<file path="src/pss_pkg.sv">
package pss_pkg;

    // Command codes of the status bytes
    localparam logic [7:0] CMD_PORT1_STATUS = 8'h0c;
    localparam logic [7:0] CMD_PORT2_STATUS = 8'h0d;
    localparam logic [7:0] CMD_PORT3_STATUS = 8'h0e;
    localparam logic [7:0] CMD_PORT4_STATUS = 8'h0f;
    localparam logic [7:0] CMD_POWER_STATE = 8'h10;
    localparam logic [7:0] CMD_STRAP_STATE = 8'h11;

    // Geometry
    localparam int NUM_PORTS = 4;
    localparam int CLASS_LSB = 4;
    localparam int DETECT_LSB = 0;
    localparam int PG_LSB = 4;
    localparam int ON_LSB = 0;
    localparam int STRAP_LSB = 3;
    localparam int ADDR_LSB_POS = 2;

    // Reset values
    localparam logic [7:0] STATUS_RST = 8'h00;
    localparam logic [7:0] POWER_RST = 8'h00;
    localparam logic [2:0] CLASS_RST = 3'h0;
    localparam logic [3:0] DETECT_RST = 4'h0;

    // Classification codes
    localparam logic [2:0] CLS_UNKNOWN = 3'h0;
    localparam logic [2:0] CLS_RESERVED = 3'h5;
    localparam logic [2:0] CLS_ZERO = 3'h6;
    localparam logic [2:0] CLS_OVERCURRENT = 3'h7;

    // Detection codes
    localparam logic [3:0] DET_UNKNOWN = 4'h0;
    localparam logic [3:0] DET_SHORT = 4'h1;
    localparam logic [3:0] DET_TOO_LOW = 4'h3;
    localparam logic [3:0] DET_VALID = 4'h4;
    localparam logic [3:0] DET_TOO_HIGH = 4'h5;
    localparam logic [3:0] DET_OPEN = 4'h6;
    localparam logic [3:0] DET_FET_FAULT = 4'he;

    // Low target address bit in the first configuration
    localparam logic ADDR_LSB_CFG_A = 1'b1;

    // One result report from the detection and classification engines
    typedef struct packed {
        logic cls_vld;
        logic [2:0] cls_code;
        logic det_vld;
        logic [3:0] det_code;
    } pss_result_s;

    // Held state of one port
    typedef struct packed {
        logic [2:0] port_class_result;
        logic [3:0] port_detect_result;
        logic power_good;
    } pss_port_state_s;

endpackage

</file>
<file path="src/pss_sync.sv">
`timescale 1ns/1ns
// Two-stage synchroniser for pin levels
module pss_sync #(
    parameter int WIDTH = 1
) (
    input wire logic i_clk, // Clock
    input wire logic i_rst, // Async reset, high
    input wire logic [WIDTH-1:0] i_async, // Level from a pin
    output logic [WIDTH-1:0] o_sync // Level safe to use
);
    logic [WIDTH-1:0] meta_r; // First stage, read only by the second

    // Both stages clear on reset
    always_ff @(posedge i_clk or posedge i_rst) begin
        if (i_rst) begin
            meta_r <= '0;
            o_sync <= '0;
        end else begin
            meta_r <= i_async;
            o_sync <= meta_r;
        end
    end
endmodule

</file>
<file path="src/pss_port_track.sv">
`timescale 1ns/1ns
// Result and power-good tracking for one port
module pss_port_track (
    input wire logic i_clk, // Clock
    input wire logic i_rst, // Async reset, high
    input wire pss_pkg::pss_result_s i_result, // Engine result report
    input wire logic i_on, // Port on level
    input wire logic i_on_evt, // Port has just turned on
    input wire logic i_off_evt, // Port turn-off or undervoltage shutdown
    input wire logic i_ton_done, // Turn-on sequence finished
    input wire logic i_drain_low, // Drain sense below power-good threshold
    output pss_pkg::pss_port_state_s o_state // Held port state
);
    logic [2:0] cls_r; // Latest class code
    logic [3:0] det_r; // Latest detection code
    logic ton_r; // Turn-on in progress
    logic pg_r; // Power good

    // Reserved class code reads as class 0
    function automatic logic [2:0] map_class(input logic [2:0] code);
        return (code == pss_pkg::CLS_RESERVED) ? pss_pkg::CLS_ZERO : code;
    endfunction

    // Class field; a fresh result beats a same-cycle turn-off
    always_ff @(posedge i_clk or posedge i_rst) begin
        if (i_rst) begin
            cls_r <= pss_pkg::CLASS_RST;
        end else if (i_result.cls_vld) begin
            cls_r <= map_class(i_result.cls_code); // RULE1 RULE3
        end else if (i_off_evt) begin
            cls_r <= pss_pkg::CLASS_RST; // RULE2 RULE13
        end
    end

    // Detection field; reserved codes are stored as reported
    always_ff @(posedge i_clk or posedge i_rst) begin
        if (i_rst) begin
            det_r <= pss_pkg::DETECT_RST;
        end else if (i_result.det_vld) begin
            det_r <= i_result.det_code; // RULE1 RULE4
        end else if (i_off_evt) begin
            det_r <= pss_pkg::DETECT_RST; // RULE2 RULE13
        end
    end

    // Window in which power good may be judged
    always_ff @(posedge i_clk or posedge i_rst) begin
        if (i_rst) begin
            ton_r <= 1'b0;
        end else if (!i_on) begin
            ton_r <= 1'b0;
        end else if (i_on_evt) begin
            ton_r <= 1'b1;
        end else if (i_ton_done) begin
            ton_r <= 1'b0;
        end
    end

    // Power good latches high and only falls with the port
    always_ff @(posedge i_clk or posedge i_rst) begin
        if (i_rst) begin
            pg_r <= 1'b0;
        end else if (!i_on) begin
            pg_r <= 1'b0; // RULE8 RULE10
        end else if (ton_r && i_drain_low) begin
            pg_r <= 1'b1; // RULE7
        end
    end

    assign o_state = '{port_class_result: cls_r, port_detect_result: det_r, power_good: pg_r};
endmodule

</file>
<file path="src/pss_status_regs.sv">
`timescale 1ns/1ns
// Summary of operation
// RULE1: Status bytes hold latest class and detect results
// RULE2: Turning a port off zeroes its results
// RULE3: Class in bits 6-4, reserved reads class0
// RULE4: Detect code occupies bits 3 to 0
// RULE5: Port 4 status at command 0Fh, resets zero
// RULE6: Power byte 10h: good flags high, on low
// RULE7: Good set only when on, drain low, turning on
// RULE8: Good stays set until off or reset
// RULE9: On flag follows the port on state
// RULE10: Turn-off, even by fault, clears both flags
// RULE11: Pin byte 11h carries straps in bits 6-3
// RULE12: Low address bit zero in second configuration
// RULE13: Supply undervoltage shutdown also clears results
// RULE14: Low address bit is internally defined
// RULE15: Writes to these bytes are ignored
module pss_status_regs (
    input wire logic I_CLK, // 20 MHz clock
    input wire logic I_RST, // Async reset, high
    input wire pss_pkg::pss_result_s [3:0] I_RESULT, // Engine results, one per port
    input wire logic [3:0] I_PORT_ON, // Port on levels from the power stage
    input wire logic [3:0] I_TURN_ON_DONE, // Turn-on finished pulses
    input wire logic [3:0] I_UV_SHUTDOWN, // Supply undervoltage shutdown pulses
    input wire logic [3:0] I_DRAIN_LOW, // Drain sense comparators, async
    input wire logic [3:0] I_ADDR_STRAP, // Address strap pins 4..1, async
    input wire logic I_CONFIG_B, // Second configuration strap, async
    input wire logic [7:0] I_CMD, // Command code
    input wire logic I_RD_STB, // Read request pulse
    input wire logic I_WR_STB, // Write request pulse
    input wire logic [7:0] I_WR_DATA, // Write data, unused
    output logic [7:0] O_RD_DATA, // Read data
    output logic O_RD_VLD, // Read data valid pulse
    output logic O_RD_MISS, // Read of an unmapped code
    output logic O_WR_IGN // Write was ignored pulse
);
    logic [3:0] on_r; // Registered port on levels
    logic [3:0] on_evt; // Port turning on
    logic [3:0] off_evt; // Port turning off or shut down
    logic [3:0] drain_s; // Synchronised drain sense
    logic [3:0] strap_s; // Synchronised straps
    logic cfgb_s; // Synchronised configuration strap
    pss_pkg::pss_port_state_s [3:0] port_st; // Per-port held state
    logic [3:0] pg_vec; // Power good flags
    logic [27:0] cd_vec; // All class and detect fields
    logic addr_lsb; // Low target address bit
    logic [7:0] rd_nxt; // Read data next value
    logic miss_nxt; // Unmapped read next value

    // Status byte layout, bit 7 always zero
    function automatic logic [7:0] status_byte(input pss_pkg::pss_port_state_s st);
        return {1'b0, st.port_class_result, st.port_detect_result}; // RULE3 RULE4
    endfunction

    // Drain sense and straps are pins, so synchronise them
    pss_sync #(
        .WIDTH(9)
    ) u_sync (
        .i_clk(I_CLK),
        .i_rst(I_RST),
        .i_async({I_CONFIG_B, I_ADDR_STRAP, I_DRAIN_LOW}),
        .o_sync({cfgb_s, strap_s, drain_s})
    );

    // Port on levels come from same-clock logic
    always_ff @(posedge I_CLK or posedge I_RST) begin
        if (I_RST) begin
            on_r <= 4'h0;
        end else begin
            on_r <= I_PORT_ON; // RULE9
        end
    end

    // Edges of the on level; undervoltage counts as a turn-off
    assign on_evt = I_PORT_ON & ~on_r;
    assign off_evt = (on_r & ~I_PORT_ON) | I_UV_SHUTDOWN; // RULE2 RULE13

    // One tracker per port
    for (genvar p = 0; p < pss_pkg::NUM_PORTS; p++) begin : g_port
        pss_port_track u_track (
            .i_clk(I_CLK),
            .i_rst(I_RST),
            .i_result(I_RESULT[p]),
            .i_on(I_PORT_ON[p]),
            .i_on_evt(on_evt[p]),
            .i_off_evt(off_evt[p]),
            .i_ton_done(I_TURN_ON_DONE[p]),
            .i_drain_low(drain_s[p]),
            .o_state(port_st[p])
        );
    end

    // Gather flags and fields into vectors
    always_comb begin
        pg_vec = 4'h0;
        cd_vec = 28'h0;
        for (int p = 0; p < pss_pkg::NUM_PORTS; p++) begin
            pg_vec[p] = port_st[p].power_good;
            cd_vec[p*7 +: 7] = {port_st[p].port_class_result, port_st[p].port_detect_result};
        end
    end

    // Low address bit is fixed inside; forced to zero in configuration B
    assign addr_lsb = cfgb_s ? 1'b0 : pss_pkg::ADDR_LSB_CFG_A; // RULE12 RULE14

    // Command decode for reads
    always_comb begin
        rd_nxt = 8'h00;
        miss_nxt = 1'b0;
        if (I_CMD == pss_pkg::CMD_PORT1_STATUS) begin
            rd_nxt = status_byte(port_st[0]); // RULE1
        end else if (I_CMD == pss_pkg::CMD_PORT2_STATUS) begin
            rd_nxt = status_byte(port_st[1]);
        end else if (I_CMD == pss_pkg::CMD_PORT3_STATUS) begin
            rd_nxt = status_byte(port_st[2]);
        end else if (I_CMD == pss_pkg::CMD_PORT4_STATUS) begin
            rd_nxt = status_byte(port_st[3]); // RULE5
        end else if (I_CMD == pss_pkg::CMD_POWER_STATE) begin
            rd_nxt = {pg_vec, on_r}; // RULE6 RULE9
        end else if (I_CMD == pss_pkg::CMD_STRAP_STATE) begin
            rd_nxt = {1'b0, strap_s, addr_lsb, 2'b00}; // RULE11
        end else begin
            miss_nxt = 1'b1; // Unmapped code reads zero
        end
    end

    // Read answer registered one cycle after the strobe
    always_ff @(posedge I_CLK or posedge I_RST) begin
        if (I_RST) begin
            O_RD_DATA <= pss_pkg::STATUS_RST;
            O_RD_VLD <= 1'b0;
            O_RD_MISS <= 1'b0;
        end else begin
            O_RD_VLD <= I_RD_STB;
            O_RD_MISS <= I_RD_STB & miss_nxt;
            if (I_RD_STB) begin
                O_RD_DATA <= rd_nxt;
            end
        end
    end

    // Writes touch no state; only acknowledged as ignored
    always_ff @(posedge I_CLK or posedge I_RST) begin
        if (I_RST) begin
            O_WR_IGN <= 1'b0;
        end else begin
            O_WR_IGN <= I_WR_STB; // RULE15
        end
    end

    // Checks per port
    for (genvar p = 0; p < pss_pkg::NUM_PORTS; p++) begin : g_chk
        result_upd_a: assert property (@(posedge I_CLK) disable iff (I_RST) // RULE1
            I_RESULT[p].det_vld |=> port_st[p].port_detect_result == $past(I_RESULT[p].det_code))
            else $error("detect field did not take new result");
        off_clear_a: assert property (@(posedge I_CLK) disable iff (I_RST) // RULE2
            off_evt[p] && !I_RESULT[p].cls_vld && !I_RESULT[p].det_vld
            |=> port_st[p].port_class_result == 3'h0 && port_st[p].port_detect_result == 4'h0)
            else $error("results not cleared at turn-off");
        class_map_a: assert property (@(posedge I_CLK) disable iff (I_RST) // RULE3
            I_RESULT[p].cls_vld |=> port_st[p].port_class_result ==
                (($past(I_RESULT[p].cls_code) == 3'h5) ? 3'h6 : $past(I_RESULT[p].cls_code)))
            else $error("class code stored wrongly");
        pg_cause_a: assert property (@(posedge I_CLK) disable iff (I_RST) // RULE7
            $rose(port_st[p].power_good) |-> $past(I_PORT_ON[p]) && $past(drain_s[p]))
            else $error("power good set without cause");
        pg_hold_a: assert property (@(posedge I_CLK) disable iff (I_RST) // RULE8
            port_st[p].power_good && I_PORT_ON[p] |=> port_st[p].power_good)
            else $error("power good dropped while on");
        off_flags_a: assert property (@(posedge I_CLK) disable iff (I_RST) // RULE10
            on_r[p] && !I_PORT_ON[p] |=> !port_st[p].power_good && !on_r[p])
            else $error("power flags not cleared at turn-off");
        pg_needs_on_a: assert property (@(posedge I_CLK) disable iff (I_RST) // RULE9
            port_st[p].power_good |-> on_r[p])
            else $error("power good without port on");
    end

    // Register reads and writes, and undervoltage clearing
    port4_read_a: assert property (@(posedge I_CLK) disable iff (I_RST) // RULE5
        I_RD_STB && I_CMD == 8'h0f |=> O_RD_VLD && O_RD_DATA == {1'b0, $past(cd_vec[27:21])})
        else $error("port 4 status read wrong");
    power_read_a: assert property (@(posedge I_CLK) disable iff (I_RST) // RULE6
        I_RD_STB && I_CMD == 8'h10 |=> O_RD_DATA == {$past(pg_vec), $past(I_PORT_ON, 2)})
        else $error("power status read wrong");
    strap_read_a: assert property (@(posedge I_CLK) disable iff (I_RST) // RULE11
        I_RD_STB && I_CMD == 8'h11 |=> O_RD_DATA[7] == 1'b0 && O_RD_DATA[1:0] == 2'h0
            && O_RD_DATA[6:3] == $past(strap_s))
        else $error("pin status read wrong");
    addr_lsb_a: assert property (@(posedge I_CLK) disable iff (I_RST) // RULE12
        I_RD_STB && I_CMD == 8'h11 && cfgb_s |=> !O_RD_DATA[2])
        else $error("low address bit set in configuration B");
    write_ign_a: assert property (@(posedge I_CLK) disable iff (I_RST) // RULE15
        I_WR_STB && I_RESULT == '0 && I_PORT_ON == on_r && I_UV_SHUTDOWN == 4'h0 |=> $stable(cd_vec) && O_WR_IGN)
        else $error("write changed status");
    uv_clear_a: assert property (@(posedge I_CLK) disable iff (I_RST) // RULE13
        I_UV_SHUTDOWN[0] && !I_RESULT[0].cls_vld && !I_RESULT[0].det_vld |=> cd_vec[6:0] == 7'h00)
        else $error("undervoltage did not clear port 1 results");
    unmapped_a: assert property (@(posedge I_CLK) disable iff (I_RST) // Unmapped code reads zero and is flagged
        I_RD_STB && I_CMD == 8'h12 |=> O_RD_MISS && O_RD_DATA == 8'h00)
        else $error("unmapped read not flagged");
endmodule

</file>
<file path="config.mk">
export PLATFORM = sky130hd
export DESIGN_NAME = pss_status_regs
export DESIGN_NICKNAME = d
export VERILOG_FILES = /design/src/pss_pkg.sv /design/src/pss_sync.sv /design/src/pss_port_track.sv /design/src/pss_status_regs.sv
export SDC_FILE = /design/constraint.sdc
export NUM_CORES = 1
export LEC_CHECK = 0
export BUFFER_PORTS_ARGS = -buffer_cell sky130_fd_sc_hd__buf_4
export CAP_MARGIN = 20
export CORE_MARGIN = 5
export CORE_UTILIZATION = 40
export CTS_CLUSTER_SIZE = 10
export DETAILED_ROUTE_END_ITERATION = 6
export SYNTH_ARGS = -nofsm -noshare
export SYNTH_HDL_FRONTEND = slang
export SYNTH_HIERARCHICAL = 1
export SYNTH_SLANG_ARGS = --single-unit
</file>
<file path="constraint.sdc">
create_clock -name I_CLK -period 2.4 [get_ports I_CLK]
set_clock_uncertainty 0.2 [all_clocks]
set_input_delay 0.36 -clock I_CLK [delete_from_list [all_inputs] [get_ports I_CLK]]
set_output_delay 0.36 -clock I_CLK [all_outputs]
set_load 0.03 [all_outputs]
</file>
==> qor.txt <==
Syn Inst Count = 264
Pwr dens = 642 nW/µm²
Clk root buf = clkbuf_8
CTS sink count = 69
Sequential share of power = 50.2%
Reg-to-reg endpoint = O_RD_DATA[3]$_DFFE_PP0P_
Share of flip-flops with an asynchronous set or reset = 100%
Syn nets = 341
Crit path required time = 2420 ps
Status = completed
Setup tns final = 0 ps
CTS clock-pin slew for the worst setup and hold paths = 70 ps
Worst Setup End Kind = flop
Worst Min Path Start = I_RESULT[30]
YS warnings = 6
Startpoint types = input pin
Ports = 88
Internal power = 0.00194 W
CTS Buffer Depth = 2
# DRC = 0
Switch Pwr = 0.000582 W
Area of the mapped netlist = 2930 µm²
FMAX = 0.625 GHz
Diodes inserted = 0
Synth Register Bits = 69
RD Place Congestion = 0.820
CTS tree = done
WL final = 6.91 mm
Post-synth cell types = 39
Average size of a mapped cell = 11.1 µm²
Crit-path cells = buf_4 -> nor3_4 -> nand2_1 -> a311oi_1 -> o221a_2 -> a211oi_2
Clock power frac = 38.2%
Worst reg-to-reg setup slack = 920 ps
Remaining antenna violation count = 0
Vias/cell = 4.87
DR WL/cell = 15.1 µm
Max VDD drop = 0.377 mV
Final period util = 66.7%
CTS resizes = 0
Sequential share of the synthesized area = 58.8%
Skew-Pair Late Insertion Delay = 350 ps
CTS H-tree lvls = 3
Slew HR = 56.0%
Max Transition Viols Final = 0
Final Instance Area = 3930 µm²
Initial Util = 40.7%
Switching Fraction = 23.1%
IO Port Bufs = 79
Worst Path Max Fanout = 8
Placed Area = 3580 µm²
Initial DRC count = 76
Dpl hpwl = 5.32 mm
Die X-Extent = 95.6 µm
Register-to-Register Path Depth = 4
Die Height = 95.6 µm
Top post-synthesis cells by area = dfrtp_1, nand2b_1, a22o_1
Post-synth top area cell = dfrtp_1
Post-synth top flop = dfrtp_1
Cts bufs inserted = 9
Fin. Hold Viols = 0
Logic gate share of total power = 11.6%
Pin count of the biggest net entering global routing = 25
Synth-to-Final Area Change = 33.9%
First-pass GRT wire length = 11.0 mm
WP data arrival = 1620 ps
DRT Pass-1 Iters = 4
Worst hold-check path type = in -> reg
Share of layout cells above drive strength 1 = 29.4%
Critical Setup Path Class = in -> reg
Post-synth top area share = 58.8%
Gr ovfl total = 0
FP Rows = 31
Worst Max-Slew Pin Slew = 660 ps
Min Tclk post-route = 1600 ps
Post-synth EDFFs = 0
FF-to-FF Start = u_sync/o_sync[4]$_DFF_PP0_
Hold path depth = 3
GRT Overall Usage = 16.4%
Critical path's slowest cell = a311oi_1
CP max stage delay = 360 ps
Die ar. = 9150 µm²
Antenna violations before repair = 0
Hold Path End = g_port[3].u_track/det_r[3]$_DFFE_PP0P_
RSZ-0062 raised after global routing = false
P_leak = 1.86 nW
Setup violations, final = 0
# Max-Cap Violations = 0
# nets final = 434
Core area = 7210 µm²
Total number of vias = 2237
Vias in the first global route = 2275
[cell usage after synthesis, types with 5 or more instances]
cell	number
dfrtp_1	69
inv_1	17
nand2b_1	17
nor2_1	16
nand2_1	15
o21ai_0	15
a21oi_1	14
a22o_1	12
mux2i_1	10
nor2b_1	9
nand3_1	7
nor3_1	6
a32o_1	5
buf_4	5
clkbuf_1	5
[through the flow]
stage | std cells | hold WS, ps | utilization (%) | setup slack, ps | power [W]
after floorplan | 264 | -12.1 | - | 673 | 0.00141
after global placement | 430 | 132 | 49.6 | 462 | 0.00156
after detailed placement | 430 | 135 | 49.6 | 432 | 0.00156
after CTS | 459 | 11.5 | 54.4 | 810 | 0.00255
after global routing | 459 | 19.1 | 54.4 | 713 | 0.00264
final | 459 | 25.3 | 54.4 | 799 | 0.00252
[registers in the layout, summed over array words and instances, names as in the netlist]
name,flops
u_sync/meta_r,9
O_RD_DATA,8
u_sync/o_sync,9
g_port.u_track/ton_r,4
O_RD_VLD,1
g_port.u_track/cls_r,12
O_WR_IGN,1
g_port.u_track/det_r,16
g_port.u_track/pg_r,4
O_RD_MISS,1
on_r,4
[worst max-delay path, delay by kind of cell]
family | cells | cell delay [ps]
buffers and inverters | 1 | 120
AO/OA/AOI/OAI | 3 | 660
AND/OR/NAND/NOR | 2 | 480
[per-layer routing]
metal / share of wire (%) / track usage, %
met1: 44 / 21.4
met2: 48 / 25.5
met3: 6.3 / 4.66
met4: 1.5 / 6.75
met5: 0 / 0
[worst max-delay path by stage]
stage	from	end	slack [ps]	cells past startpoint
floorplan	I_CMD[1]	O_RD_DATA[3]$_DFFE_PP0P_	670	6
global placement	I_CMD[7]	O_RD_DATA[4]$_DFFE_PP0P_	460	6
detailed placement	I_CMD[7]	O_RD_DATA[4]$_DFFE_PP0P_	430	6
CTS	I_CMD[7]	O_RD_DATA[4]$_DFFE_PP0P_	810	6
finish	I_CMD[7]	O_RD_DATA[4]$_DFFE_PP0P_	800	6
global route	I_CMD[7]	O_RD_DATA[2]$_DFFE_PP0P_	710	6
[power groups by stage]
stage	clock (W)	sequential (W)	combinational, W
CTS	0.000988	0.00126	0.000297
floorplan	0	0.00128	0.000134
detailed placement	0	0.00129	0.000277
global route	0.00105	0.00127	0.000326
finish	0.000963	0.00126	0.000293
global placement	0	0.00129	0.000273
[area by class of cell]
type,count,area [µm²]
multi-input combinational,165,1070
clock buffer,13,169
sequential,69,1730
timing repair buffer,94,743
inverter,18,67.6
fill,695,3290
tap,99,124
clock inverter,1,30.0
[cell usage in the layout (no fill, tap or decap), types with 2 or more instances in the layout]
master         synthesis  final
nor2_2                 4      4
nand3_1                7      7
nor2b_1                9      9
nor3_1                 6      6
nand2_1               15     15
a31oi_1                2      2
dlygate4sd3_1          0     15
a21oi_1               14     14
o21ai_0               15     15
dfrtp_1               69     69
o221ai_1               4      4
inv_1                 17     17
a22o_1                12     12
buf_4                  5     79
nor2_1                16     16
mux2i_1               10     10
a21o_1                 4      4
o21a_1                 4      4
and3_2                 2      2
a32o_1                 5      5
o22ai_1                2      2
and2_1                 4      4
nand2b_1              17     17
clkbuf_8               0     12
[logic make-up after synthesis]
group	after synthesis	share of synthesized area [%]
mux	11	3.80
buf+inv	30	4.78
simple gates	83	15.1
compound gates	71	17.5
flops	69	58.8
[what timing repair did]
| action | in CTS | in global routing |
|---|---|---|
| hold buffers | 15 | 0 |
| hold endpoints to repair | 83 | 0 |
| buffers inserted | 0 | 0 |
(Power assumes the default switching activity.)
